==> src/efc_pkg.sv <==
// Constants, state codes and byte classifier for the API frame codec.
// Assumes one clock domain; imported whole by every design module.
`default_nettype none

package efc_pkg;

    localparam logic [7:0] DELIM          = 8'h7E;
    localparam logic [7:0] ESC            = 8'h7D;
    localparam logic [7:0] XON            = 8'h11;
    localparam logic [7:0] XOFF           = 8'h13;
    localparam logic [7:0] ESC_MASK       = 8'h20;
    localparam logic [7:0] SUM_GOOD       = 8'hFF;
    localparam logic [7:0] LEN_HI_SHORT   = 8'h00;

    localparam logic [2:0] MODE_PLAIN     = 3'h1;
    localparam logic [2:0] MODE_ESC       = 3'h2;

    localparam logic [7:0] TYPE_LOCAL_CMD = 8'h08;
    localparam logic [7:0] TYPE_CMD_RSP   = 8'h88;
    localparam logic [7:0] TYPE_STATUS    = 8'h8A;
    localparam logic [7:0] REASON_SUM     = 8'h01;
    localparam logic [7:0] REASON_FORMAT  = 8'h02;

    localparam logic [15:0] IDX_TYPE      = 16'h0000;
    localparam logic [15:0] IDX_ID        = 16'h0001;
    localparam logic [15:0] IDX_NAME_HI   = 16'h0002;
    localparam logic [15:0] IDX_NAME_LO   = 16'h0003;
    localparam logic [15:0] CMD_MIN_LEN   = 16'h0004;

    localparam logic [2:0] VAL_BYTES      = 3'h4;
    localparam logic [3:0] RSP_HDR        = 4'h5;
    localparam logic [3:0] ERR_LEN        = 4'h2;
    localparam int         TBUF_LEN       = 9;
    localparam int         FIFO_WIDTH     = 8;
    localparam int         FIFO_DEPTH     = 8;

    typedef enum logic [4:0] {
        R_IDLE   = 5'h01,
        R_LEN_HI = 5'h02,
        R_LEN_LO = 5'h04,
        R_DATA   = 5'h08,
        R_SUM    = 5'h10
    } efc_rx_state_t;

    typedef enum logic [5:0] {
        T_IDLE   = 6'h01,
        T_DELIM  = 6'h02,
        T_LEN_HI = 6'h04,
        T_LEN_LO = 6'h08,
        T_DATA   = 6'h10,
        T_SUM    = 6'h20
    } efc_tx_state_t;

    function automatic logic efc_needs_esc(input logic [7:0] b);
        efc_needs_esc = (b == DELIM) || (b == ESC) || (b == XON) || (b == XOFF);
    endfunction

endpackage

`default_nettype wire

==> src/efc_fifo.sv <==
// Synchronous valid/ready FIFO with parameter width and depth.
// Assumes one clock and synchronous active-high reset; depth a power of two.
`default_nettype none

module efc_fifo
    import efc_pkg::*;
#(
    parameter int WIDTH = FIFO_WIDTH,
    parameter int DEPTH = FIFO_DEPTH
)
(
    input  wire logic             clk,
    input  wire logic             rst,
    input  wire logic             in_valid,
    output logic                  in_ready,
    input  wire logic [WIDTH-1:0] in_data,
    output logic                  out_valid,
    input  wire logic             out_ready,
    output logic      [WIDTH-1:0] out_data
);
    localparam int AW = $clog2(DEPTH);

    logic [WIDTH-1:0] mem [0:DEPTH-1];
    logic [AW-1:0]    wr_ff;
    logic [AW-1:0]    rd_ff;
    logic [AW:0]      cnt_ff;

    wire do_wr = in_valid && in_ready;
    wire do_rd = out_valid && out_ready;

    // Count is one bit wider than the pointers so full differs from empty
    assign in_ready  = (cnt_ff != (AW+1)'(DEPTH));
    assign out_valid = (cnt_ff != '0);
    assign out_data  = mem[rd_ff];

    always_ff @(posedge clk)
    begin
        if (do_wr)
            mem[wr_ff] <= in_data;
    end

    always_ff @(posedge clk)
    begin
        if (rst)
        begin
            wr_ff  <= '0;
            rd_ff  <= '0;
            cnt_ff <= '0;
        end
        else
        begin
            if (do_wr)
                wr_ff <= wr_ff + 1'b1;
            if (do_rd)
                rd_ff <= rd_ff + 1'b1;
            cnt_ff <= cnt_ff + (AW+1)'(do_wr) - (AW+1)'(do_rd);
        end
    end
endmodule

`default_nettype wire

==> src/efc_frame_codec.sv <==
// Device-side API frame codec: parses plain or escaped frames from the host,
// issues local parameter commands, and sends responses and status frames.
// Assumes the parameter store answers each command through cmd_done.
`default_nettype none

// Contract
// RQ1 - Escaped mode: unescaped delimiter restarts reception, discarding partial frame silently.
// RQ2 - Every frame starts with the fixed delimiter byte; receiver hunts for it.
// RQ3 - Escaping sends the escape byte, then the original XORed with the mask.
// RQ4 - Delimiter, escape, XON and XOFF are escaped wherever they follow the delimiter.
// RQ5 - Escaping applies to both directions when the escaped mode is selected.
// RQ6 - Length and checksum cover unescaped data bytes only, never escape bytes.
// RQ7 - Two length bytes follow the delimiter, high first, checksum excluded.
// RQ8 - First data byte is frame type; one checksum byte ends the frame.
// RQ9 - Multi-byte values travel most significant byte first.
// RQ10 - Sent checksum is all-ones minus low byte of data sum.
// RQ11 - Received frame valid only when data plus checksum sums to all-ones.
// RQ12 - A frame failing its checksum is discarded and never acted on.
// RQ13 - Local command frames query or set a parameter, effective after execution.
// RQ14 - Correlation identifier zero suppresses the command response frame.
// RQ15 - Host places exactly two command-name characters after the identifier.
// RQ16 - Value bytes present means set; none present means query.
// RQ17 - A bad or failed frame is answered with a status frame giving reason.
// RQ18 - Mode value 2 selects escaped, 1 plain; escaped only on async port.
// RQ19 - Receiver drops escape bytes and unmasks the next before length and sum.
module efc_frame_codec
    import efc_pkg::*;
(
    input  wire logic        clk,
    input  wire logic        rst,
    input  wire logic [2:0]  interface_mode_setting,
    input  wire logic        uart_port,
    input  wire logic        rx_valid,
    input  wire logic [7:0]  rx_data,
    output logic             rx_ready,
    output logic             tx_valid,
    output logic      [7:0]  tx_data,
    input  wire logic        tx_ready,
    output logic             cmd_valid,
    output logic      [15:0] cmd_name,
    output logic             cmd_write,
    output logic      [31:0] cmd_wdata,
    output logic      [2:0]  cmd_wlen,
    input  wire logic        cmd_done,
    input  wire logic [7:0]  cmd_status,
    input  wire logic [31:0] cmd_rdata,
    input  wire logic [2:0]  cmd_rlen,
    output logic             frame_good,
    output logic      [7:0]  frame_type
);
    efc_rx_state_t rstate_ff;
    efc_rx_state_t nxt_rstate;
    efc_tx_state_t tstate_ff;
    efc_tx_state_t nxt_tstate;

    logic        esc_ff;
    logic [15:0] len_ff;
    logic [15:0] cnt_ff;
    logic [7:0]  sum_ff;
    logic [7:0]  type_ff;
    logic [7:0]  id_ff;
    logic [15:0] name_ff;
    logic [31:0] val_ff;
    logic [2:0]  vlen_ff;
    logic        over_ff;
    logic        cmd_wait_ff;
    logic        cmd_valid_ff;
    logic        frame_good_ff;
    logic [15:0] cmd_name_ff;
    logic [31:0] cmd_wdata_ff;
    logic [2:0]  cmd_wlen_ff;
    logic [7:0]  frame_type_ff;

    logic [7:0]  tbuf [0:TBUF_LEN-1];
    logic [3:0]  tlen_ff;
    logic [3:0]  tidx_ff;
    logic [7:0]  tsum_ff;
    logic        tesc_ff;
    logic        fifo_in_ready;
    logic        fifo_in_valid;
    logic [7:0]  fifo_in_data;

    // Mode decode; the escaped variant exists only on the async port
    wire esc_mode = (interface_mode_setting == MODE_ESC) && uart_port;    // RQ18
    wire api_on   = esc_mode || (interface_mode_setting == MODE_PLAIN);   // RQ18

    // Receive decode
    wire       take       = rx_valid && rx_ready;
    wire       in_frame   = (rstate_ff != R_IDLE);
    wire       esc_in     = esc_mode && !esc_ff && in_frame && (rx_data == ESC);     // RQ19
    wire       restart_in = take && esc_mode && !esc_ff && in_frame
                            && (rx_data == DELIM);                                   // RQ1
    wire       start_in   = take && !in_frame && api_on && (rx_data == DELIM);       // RQ2
    wire [7:0] rx_val     = esc_ff ? (rx_data ^ ESC_MASK) : rx_data;                 // RQ3 RQ19
    wire       use_byte   = take && api_on && in_frame && !esc_in && !restart_in;    // RQ6
    wire       nxt_esc    = take ? esc_in : (esc_ff && api_on);
    wire [15:0] len_full  = {len_ff[15:8], rx_val};
    wire [15:0] cnt_inc   = cnt_ff + 16'h0001;
    wire [7:0] sum_chk    = sum_ff + rx_val;

    // End-of-frame outcome
    wire       frame_end  = use_byte && (rstate_ff == R_SUM);
    wire       sum_ok     = (sum_chk == SUM_GOOD);                                   // RQ11
    wire       is_cmd     = (type_ff == TYPE_LOCAL_CMD) && (len_ff != 16'h0000);
    wire       fmt_ok     = (len_ff >= CMD_MIN_LEN) && !over_ff;
    wire       go_cmd     = frame_end && sum_ok && is_cmd && fmt_ok;                 // RQ12 RQ13
    wire       go_good    = frame_end && sum_ok && !is_cmd;
    wire       go_err     = frame_end && !(sum_ok && (!is_cmd || fmt_ok));           // RQ17
    wire [7:0] err_reason = sum_ok ? REASON_FORMAT : REASON_SUM;
    wire       go_rsp     = cmd_wait_ff && cmd_done && (id_ff != 8'h00);             // RQ14

    // Response value left-aligned so it leaves high byte first
    wire [2:0]  rlen_c  = (cmd_rlen > VAL_BYTES) ? VAL_BYTES : cmd_rlen;
    wire [2:0]  rpad    = VAL_BYTES - rlen_c;
    wire [31:0] rsp_al  = cmd_rdata << {rpad, 3'b000};                               // RQ9

    // Receive stalls while a command is open or a reply is going out
    assign rx_ready = !cmd_wait_ff && (tstate_ff == T_IDLE);

    always_comb
    begin
        nxt_rstate = rstate_ff;
        if (!api_on)
            nxt_rstate = R_IDLE;
        else if (restart_in || start_in)
            nxt_rstate = R_LEN_HI;                                                   // RQ1 RQ2
        else if (use_byte)
        begin
            unique case (rstate_ff)
                R_IDLE:   nxt_rstate = R_IDLE;
                R_LEN_HI: nxt_rstate = R_LEN_LO;                                     // RQ7
                R_LEN_LO: nxt_rstate = (len_full == 16'h0000) ? R_SUM : R_DATA;
                R_DATA:   nxt_rstate = (cnt_inc == len_ff) ? R_SUM : R_DATA;         // RQ8
                R_SUM:    nxt_rstate = R_IDLE;
            endcase
        end
    end

    always_ff @(posedge clk)
    begin
        if (rst)
        begin
            rstate_ff <= R_IDLE;
            esc_ff    <= 1'b0;
            len_ff    <= '0;
            cnt_ff    <= '0;
            sum_ff    <= '0;
            type_ff   <= '0;
            id_ff     <= '0;
            name_ff   <= '0;
            val_ff    <= '0;
            vlen_ff   <= '0;
            over_ff   <= 1'b0;
        end
        else
        begin
            rstate_ff <= nxt_rstate;
            esc_ff    <= nxt_esc;
            if (restart_in || start_in)
            begin
                // Partial frame is dropped without any report
                cnt_ff  <= '0;                                                       // RQ1
                sum_ff  <= '0;
                type_ff <= '0;
                val_ff  <= '0;
                vlen_ff <= '0;
                over_ff <= 1'b0;
            end
            else if (use_byte && rstate_ff == R_LEN_HI)
                len_ff[15:8] <= rx_val;                                              // RQ7
            else if (use_byte && rstate_ff == R_LEN_LO)
                len_ff[7:0] <= rx_val;
            else if (use_byte && rstate_ff == R_DATA)
            begin
                sum_ff <= sum_chk;                                                   // RQ6
                cnt_ff <= cnt_inc;
                if (cnt_ff == IDX_TYPE)
                    type_ff <= rx_val;                                               // RQ8
                if (cnt_ff == IDX_ID)
                    id_ff <= rx_val;
                if (cnt_ff == IDX_NAME_HI)
                    name_ff[15:8] <= rx_val;
                if (cnt_ff == IDX_NAME_LO)
                    name_ff[7:0] <= rx_val;
                if (cnt_ff >= CMD_MIN_LEN)
                begin
                    val_ff <= {val_ff[23:0], rx_val};                                // RQ9
                    if (vlen_ff == VAL_BYTES)
                        over_ff <= 1'b1;
                    else
                        vlen_ff <= vlen_ff + 3'h1;
                end
            end
        end
    end

    // Command issue; the parameter store applies a write when it completes
    always_ff @(posedge clk)
    begin
        if (rst)
        begin
            cmd_wait_ff   <= 1'b0;
            cmd_valid_ff  <= 1'b0;
            frame_good_ff <= 1'b0;
            cmd_name_ff   <= '0;
            cmd_wdata_ff  <= '0;
            cmd_wlen_ff   <= '0;
            frame_type_ff <= '0;
        end
        else
        begin
            cmd_valid_ff  <= go_cmd;                                                 // RQ13
            frame_good_ff <= go_good;
            if (go_cmd)
            begin
                cmd_wait_ff  <= 1'b1;
                cmd_name_ff  <= name_ff;
                cmd_wdata_ff <= val_ff;
                cmd_wlen_ff  <= vlen_ff;                                             // RQ16
            end
            else if (cmd_done)
                cmd_wait_ff <= 1'b0;
            if (go_cmd || go_good)
                frame_type_ff <= type_ff;
        end
    end

    assign cmd_valid  = cmd_valid_ff;
    assign cmd_name   = cmd_name_ff;
    assign cmd_wdata  = cmd_wdata_ff;
    assign cmd_wlen   = cmd_wlen_ff;
    assign cmd_write  = (cmd_wlen_ff != 3'h0);                                       // RQ16
    assign frame_good = frame_good_ff;
    assign frame_type = frame_type_ff;

    // Reply buffer holds unescaped frame data only
    always_ff @(posedge clk)
    begin
        if (go_err)
        begin
            tbuf[0] <= TYPE_STATUS;                                                  // RQ17
            tbuf[1] <= err_reason;
        end
        else if (go_rsp)
        begin
            tbuf[0] <= TYPE_CMD_RSP;
            tbuf[1] <= id_ff;
            tbuf[2] <= name_ff[15:8];
            tbuf[3] <= name_ff[7:0];
            tbuf[4] <= cmd_status;
            for (int k = 0; k < 4; k++)
                tbuf[int'(RSP_HDR) + k] <= rsp_al[31 - 8*k -: 8];                    // RQ9
        end
    end

    // Transmit selection
    wire [7:0] tx_chk = SUM_GOOD - tsum_ff;                                          // RQ10
    wire [7:0] tx_cur = (tstate_ff == T_LEN_HI) ? LEN_HI_SHORT :
                        (tstate_ff == T_LEN_LO) ? {4'h0, tlen_ff} :                  // RQ7
                        (tstate_ff == T_DATA)   ? tbuf[tidx_ff] :
                        (tstate_ff == T_SUM)    ? tx_chk : DELIM;
    wire tx_esc_now = esc_mode && !tesc_ff && (tstate_ff != T_DELIM)
                      && (tstate_ff != T_IDLE) && efc_needs_esc(tx_cur);             // RQ4 RQ5
    wire fifo_wr    = fifo_in_valid && fifo_in_ready;
    wire tx_step    = fifo_wr && !tx_esc_now;
    wire [3:0] tidx_inc = tidx_ff + 4'h1;

    assign fifo_in_valid = (tstate_ff != T_IDLE);
    assign fifo_in_data  = tx_esc_now ? ESC :
                           (tesc_ff ? (tx_cur ^ ESC_MASK) : tx_cur);                 // RQ3

    always_comb
    begin
        nxt_tstate = tstate_ff;
        unique case (tstate_ff)
            T_IDLE:   if (go_err || go_rsp) nxt_tstate = T_DELIM;                    // RQ2
            T_DELIM:  if (tx_step) nxt_tstate = T_LEN_HI;
            T_LEN_HI: if (tx_step) nxt_tstate = T_LEN_LO;
            T_LEN_LO: if (tx_step) nxt_tstate = T_DATA;
            T_DATA:   if (tx_step && tidx_inc == tlen_ff) nxt_tstate = T_SUM;
            T_SUM:    if (tx_step) nxt_tstate = T_IDLE;
        endcase
    end

    always_ff @(posedge clk)
    begin
        if (rst)
        begin
            tstate_ff <= T_IDLE;
            tlen_ff   <= '0;
            tidx_ff   <= '0;
            tsum_ff   <= '0;
            tesc_ff   <= 1'b0;
        end
        else
        begin
            tstate_ff <= nxt_tstate;
            if (fifo_wr)
                tesc_ff <= tx_esc_now;                                               // RQ3
            if (tstate_ff == T_IDLE)
            begin
                tidx_ff <= '0;
                tsum_ff <= '0;
                if (go_err)
                    tlen_ff <= ERR_LEN;
                else if (go_rsp)
                    tlen_ff <= RSP_HDR + {1'b0, rlen_c};
            end
            else if (tx_step && tstate_ff == T_DATA)
            begin
                tsum_ff <= tsum_ff + tx_cur;                                         // RQ6 RQ10
                tidx_ff <= tidx_inc;
            end
        end
    end

    efc_fifo #(
        .WIDTH (FIFO_WIDTH),
        .DEPTH (FIFO_DEPTH)
    ) u_tx_fifo (
        .clk       (clk),
        .rst       (rst),
        .in_valid  (fifo_in_valid),
        .in_ready  (fifo_in_ready),
        .in_data   (fifo_in_data),
        .out_valid (tx_valid),
        .out_ready (tx_ready),
        .out_data  (tx_data)
    );
endmodule

`default_nettype wire

==> config.mk <==
export PLATFORM = sky130hd
export DESIGN_NAME = efc_frame_codec
export DESIGN_NICKNAME = d
export VERILOG_FILES = /design/src/efc_pkg.sv /design/src/efc_fifo.sv /design/src/efc_frame_codec.sv
export SDC_FILE = /design/constraint.sdc
export NUM_CORES = 1
export LEC_CHECK = 0
export ABC_AREA = 1
export BUFFER_PORTS_ARGS = -buffer_cell sky130_fd_sc_hd__clkbuf_2
export CORE_ASPECT_RATIO = 0.6
export CORE_MARGIN = 2
export CORE_UTILIZATION = 50
export CTS_CLUSTER_SIZE = 16
export DETAILED_ROUTE_END_ITERATION = 10
export PLACE_DENSITY = 0.78
export REMOVE_ABC_BUFFERS = 1
export SLEW_MARGIN = 0
export SYNTH_ARGS = -nofsm -noshare
export SYNTH_HDL_FRONTEND = slang
export SYNTH_SLANG_ARGS = --single-unit
export TNS_END_PERCENT = 100
==> constraint.sdc <==
create_clock -name clk -period 13.2 [get_ports clk]
set_clock_uncertainty 0.05 [all_clocks]
set_input_delay 2.64 -clock clk [delete_from_list [all_inputs] [get_ports clk]]
set_output_delay 2.64 -clock clk [all_outputs]
set_load 0.05 [all_outputs]
==> flow_summary.toml <==
[status]
status = "completed"

[clock_network]
cts_root_buf = "clkbuf_16"
cts_setup_buffers = 0
cts_made_buffers = 34
clk_pin_slew_ns = 0.07
clock_path_buffers = 3
cts_tree = "yes"
cts-resized-gates = 0
clkLatencyLatePin_ns = 0.52
ctsHtreeMaxLevel = 2
clock-sinks = 345
cts_hold_buf = 0

[timing]
period_share = 0.4300
setup_tns_ns = 0
hold_viol_final = 0
max_freq_mhz = 176.2
worst_slew_margin_rel = 0.2734
fin_ws_ns = 7.524
grt_setup_unrepaired = "no"
worstMarginPinSlew_ns = 1.090
holdWs_ns = 0.4077
setup_viol = 0
fin_crit_ns = 5.676
slew_viol_final = 0

[global_route]
antenna_found_initial = 0
grt_pass1_wl_mm = 64.17
grt_usage = 0.2443
grt_pass1_vias = 12160
grt-ovfl-total = 0
grt_max_degree = 105

[logic_synthesis]
synth_area_um2 = 15760
synth_edf_count = 129
yosysSeqAreaShare = 0.5200
synthDistinctLibCells = 52
synthArstFlopShare = 0
synth_cells = 1835
yosys_most_used_dff = "dfxtp_1"
avgSynthCellArea_um2 = 8.591
yosysWarnings = 0
ys_ff_latch = 345

[floorplanning]
dieHeight_um = 141.5
initial_core_util = 0.5070
rows = 50
coreArea_um2 = 31090
ios = 132
dieArea_um2 = 33010
dieWidth_um = 233.2

[hold_path]
holdPathStages = 2
whs_endpoint = "cmd_wdata[3]$_SDFFE_PP0P_"
hp-start = "cmd_wdata[3]$_SDFFE_PP0P_"
min_path_type = "reg2reg"

[power]
vdd_drop_max_v = 0.00009069
p_total_mw = 2.569
p_per_area_nw_per_um2 = 145.3
total_leakage_power_nw = 7.186

[worst_setup_path]
reg2reg_from = "esc_ff$_SDFF_PP0_"
r2r_end = "cmd_name[8]$_SDFFE_PP0P_"
crit_type = "in2reg"
crit_required_ns = 13.57
rr_worst_depth = 14
worstSetupStartpointType = "input port"
arrival_ns = 6.04
reg2reg_slack_ns = 9.35
critPathMaxFanout = 104
end_kind = "flip-flop"

[placement]
hpwlAfterDp_mm = 27.67
routabilityCongestion = 0.9530
dp_slack_ns = 7.076
io_buffers = 131
placed_cell_area_um2 = 16580
dp_cells = 2312

[route]
drc = 0
routedWlPerCell_um = 16.94
wirelength_mm = 40.19
vias_per_cell = 5.465
antenna_left = 0
first_iter_violations = 1399
num_vias = 12970
first_pass_iters = 5

[cells_and_area]
final_cells = 2373
nFillCells = 2672
n_antenna_cell = 0
layout.nets = 2025
final_common_cell = "nor2_1"
multi_input_area_um2 = 6344
stdcell_area_um2 = 17690
area_growth_syn_to_layout_pct = 12.19
final_cell_mix = "318 x nor2_1, 260 x nand2_1, 216 x dfxtp_1, 199 x inv_1"
drive_gt1_frac = 0.1247
ff_latch_area_um2 = 8198
final_util = 0.5688

[run]
maxCapViolations = 0
## metal layers
metal | part of all wire | global-route usage | vias to the layer above
met3 | 0.11 | 0.06089 | 57
met2 | 0.40 | 0.3455 | 580
li1 | - | - | 6352
met1 | 0.47 | 0.3724 | 5980
met4 | 0.016 | 0.05732 | 0
met5 | 0 | 0 | -
## worst max-delay path by stage
stage,from,end,slack [ns],cells past startpoint
detailed placement,rx_data[5],cmd_wdata[0]$_SDFFE_PP0P_,7.08,15
floorplan,cmd_done,tlen_ff[1]$_SDFFE_PP0P_,6.36,6
global route,rx_data[5],cmd_name[8]$_SDFFE_PP0P_,7.25,15
global placement,rx_data[5],cmd_wdata[28]$_SDFFE_PP0P_,7.29,15
CTS,rx_data[5],cmd_name[8]$_SDFFE_PP0P_,7.56,15
finish,rx_data[5],cmd_name[8]$_SDFFE_PP0P_,7.52,15
## synthesized netlist by cell type, types with 5 or more instances
master / count / area (um2)
nor2_1: 320 / 1201
nand2_1: 260 / 975.9
dfxtp_1: 216 / 4324
inv_1: 200 / 750.7
o21ai_0: 130 / 650.6
edfxtp_1: 129 / 3874
a21oi_1: 108 / 540.5
nand3_1: 86 / 430.4
a211oi_1: 83 / 623.1
clkbuf_1: 47 / 176.4
ha_1: 30 / 375.4
xor2_1: 23 / 201.4
nand4_1: 20 / 125.1
xnor2_1: 16 / 140.1
buf_6: 15 / 168.9
o32ai_1: 15 / 131.4
inv_2: 12 / 45.04
nor3_1: 12 / 60.06
a31oi_1: 10 / 62.56
buf_2: 9 / 45.04
o22ai_1: 9 / 56.30
mux2i_1: 8 / 80.08
nand2_2: 7 / 43.79
nor4_1: 6 / 37.54
a211oi_2: 5 / 62.56
buf_4: 5 / 37.54
or2_2: 5 / 31.28
## worst max-delay path: stages
cell and delay [ns]:
clkbuf_2 0.10, xnor2_1 0.63, inv_1 0.12, ha_1 0.37, nand2_1 0.09, inv_1 0.05
a21boi_0 0.16, nand2_1 0.09, xnor2_1 0.18, nor2_1 0.08, and3_1 0.21, nand3_4 0.11
buf_4 0.78, nor2_1 0.14, a211oi_1 0.30
## registers in the layout, indices dropped and copies added (netlist names), 3 cells and up, named ones only
signal and cells:
frame_type 8, tsum_ff 8, tbuf 65, tidx_ff 4, u_tx_fifo.rd_ff 3, cmd_wlen 3
cmd_wdata 32, rstate_ff 5, val_ff 32, cnt_ff 16, u_tx_fifo.wr_ff 3, name_ff 16
tstate_ff 6, type_ff 8, len_ff 16, u_tx_fifo.cnt_ff 4, u_tx_fifo.mem 64, cmd_name 16
sum_ff 8, tlen_ff 4, vlen_ff 3, id_ff 8
## layout make-up
| type | count | share of cell area |
|---|---|---|
| clock buffer | 49 | 0.05716 |
| inverter | 215 | 0.04570 |
| timing repair buffer | 138 | 0.04018 |
| tap | 416 | 0.02943 |
| multi-input combinational | 1198 | 0.3587 |
| clock inverter | 12 | 0.005306 |
| sequential | 345 | 0.4635 |
## power breakdown
part / internal (mW) / switching (mW)
sequential: 1.15 / 0.0228
combinational: 0.113 / 0.314
clock: 0.556 / 0.409
## logic make-up after synthesis
kind of cell               synth area share
and+or+nand+nor                      0.2055
AOI/OAI and AO/OA                    0.1414
DFF                                  0.5200
buffers and inverters               0.07866
xor gates and xnor gates            0.02167
adders and majority gates           0.02762
muxes                              0.005080
(Power assumes the default switching activity.)
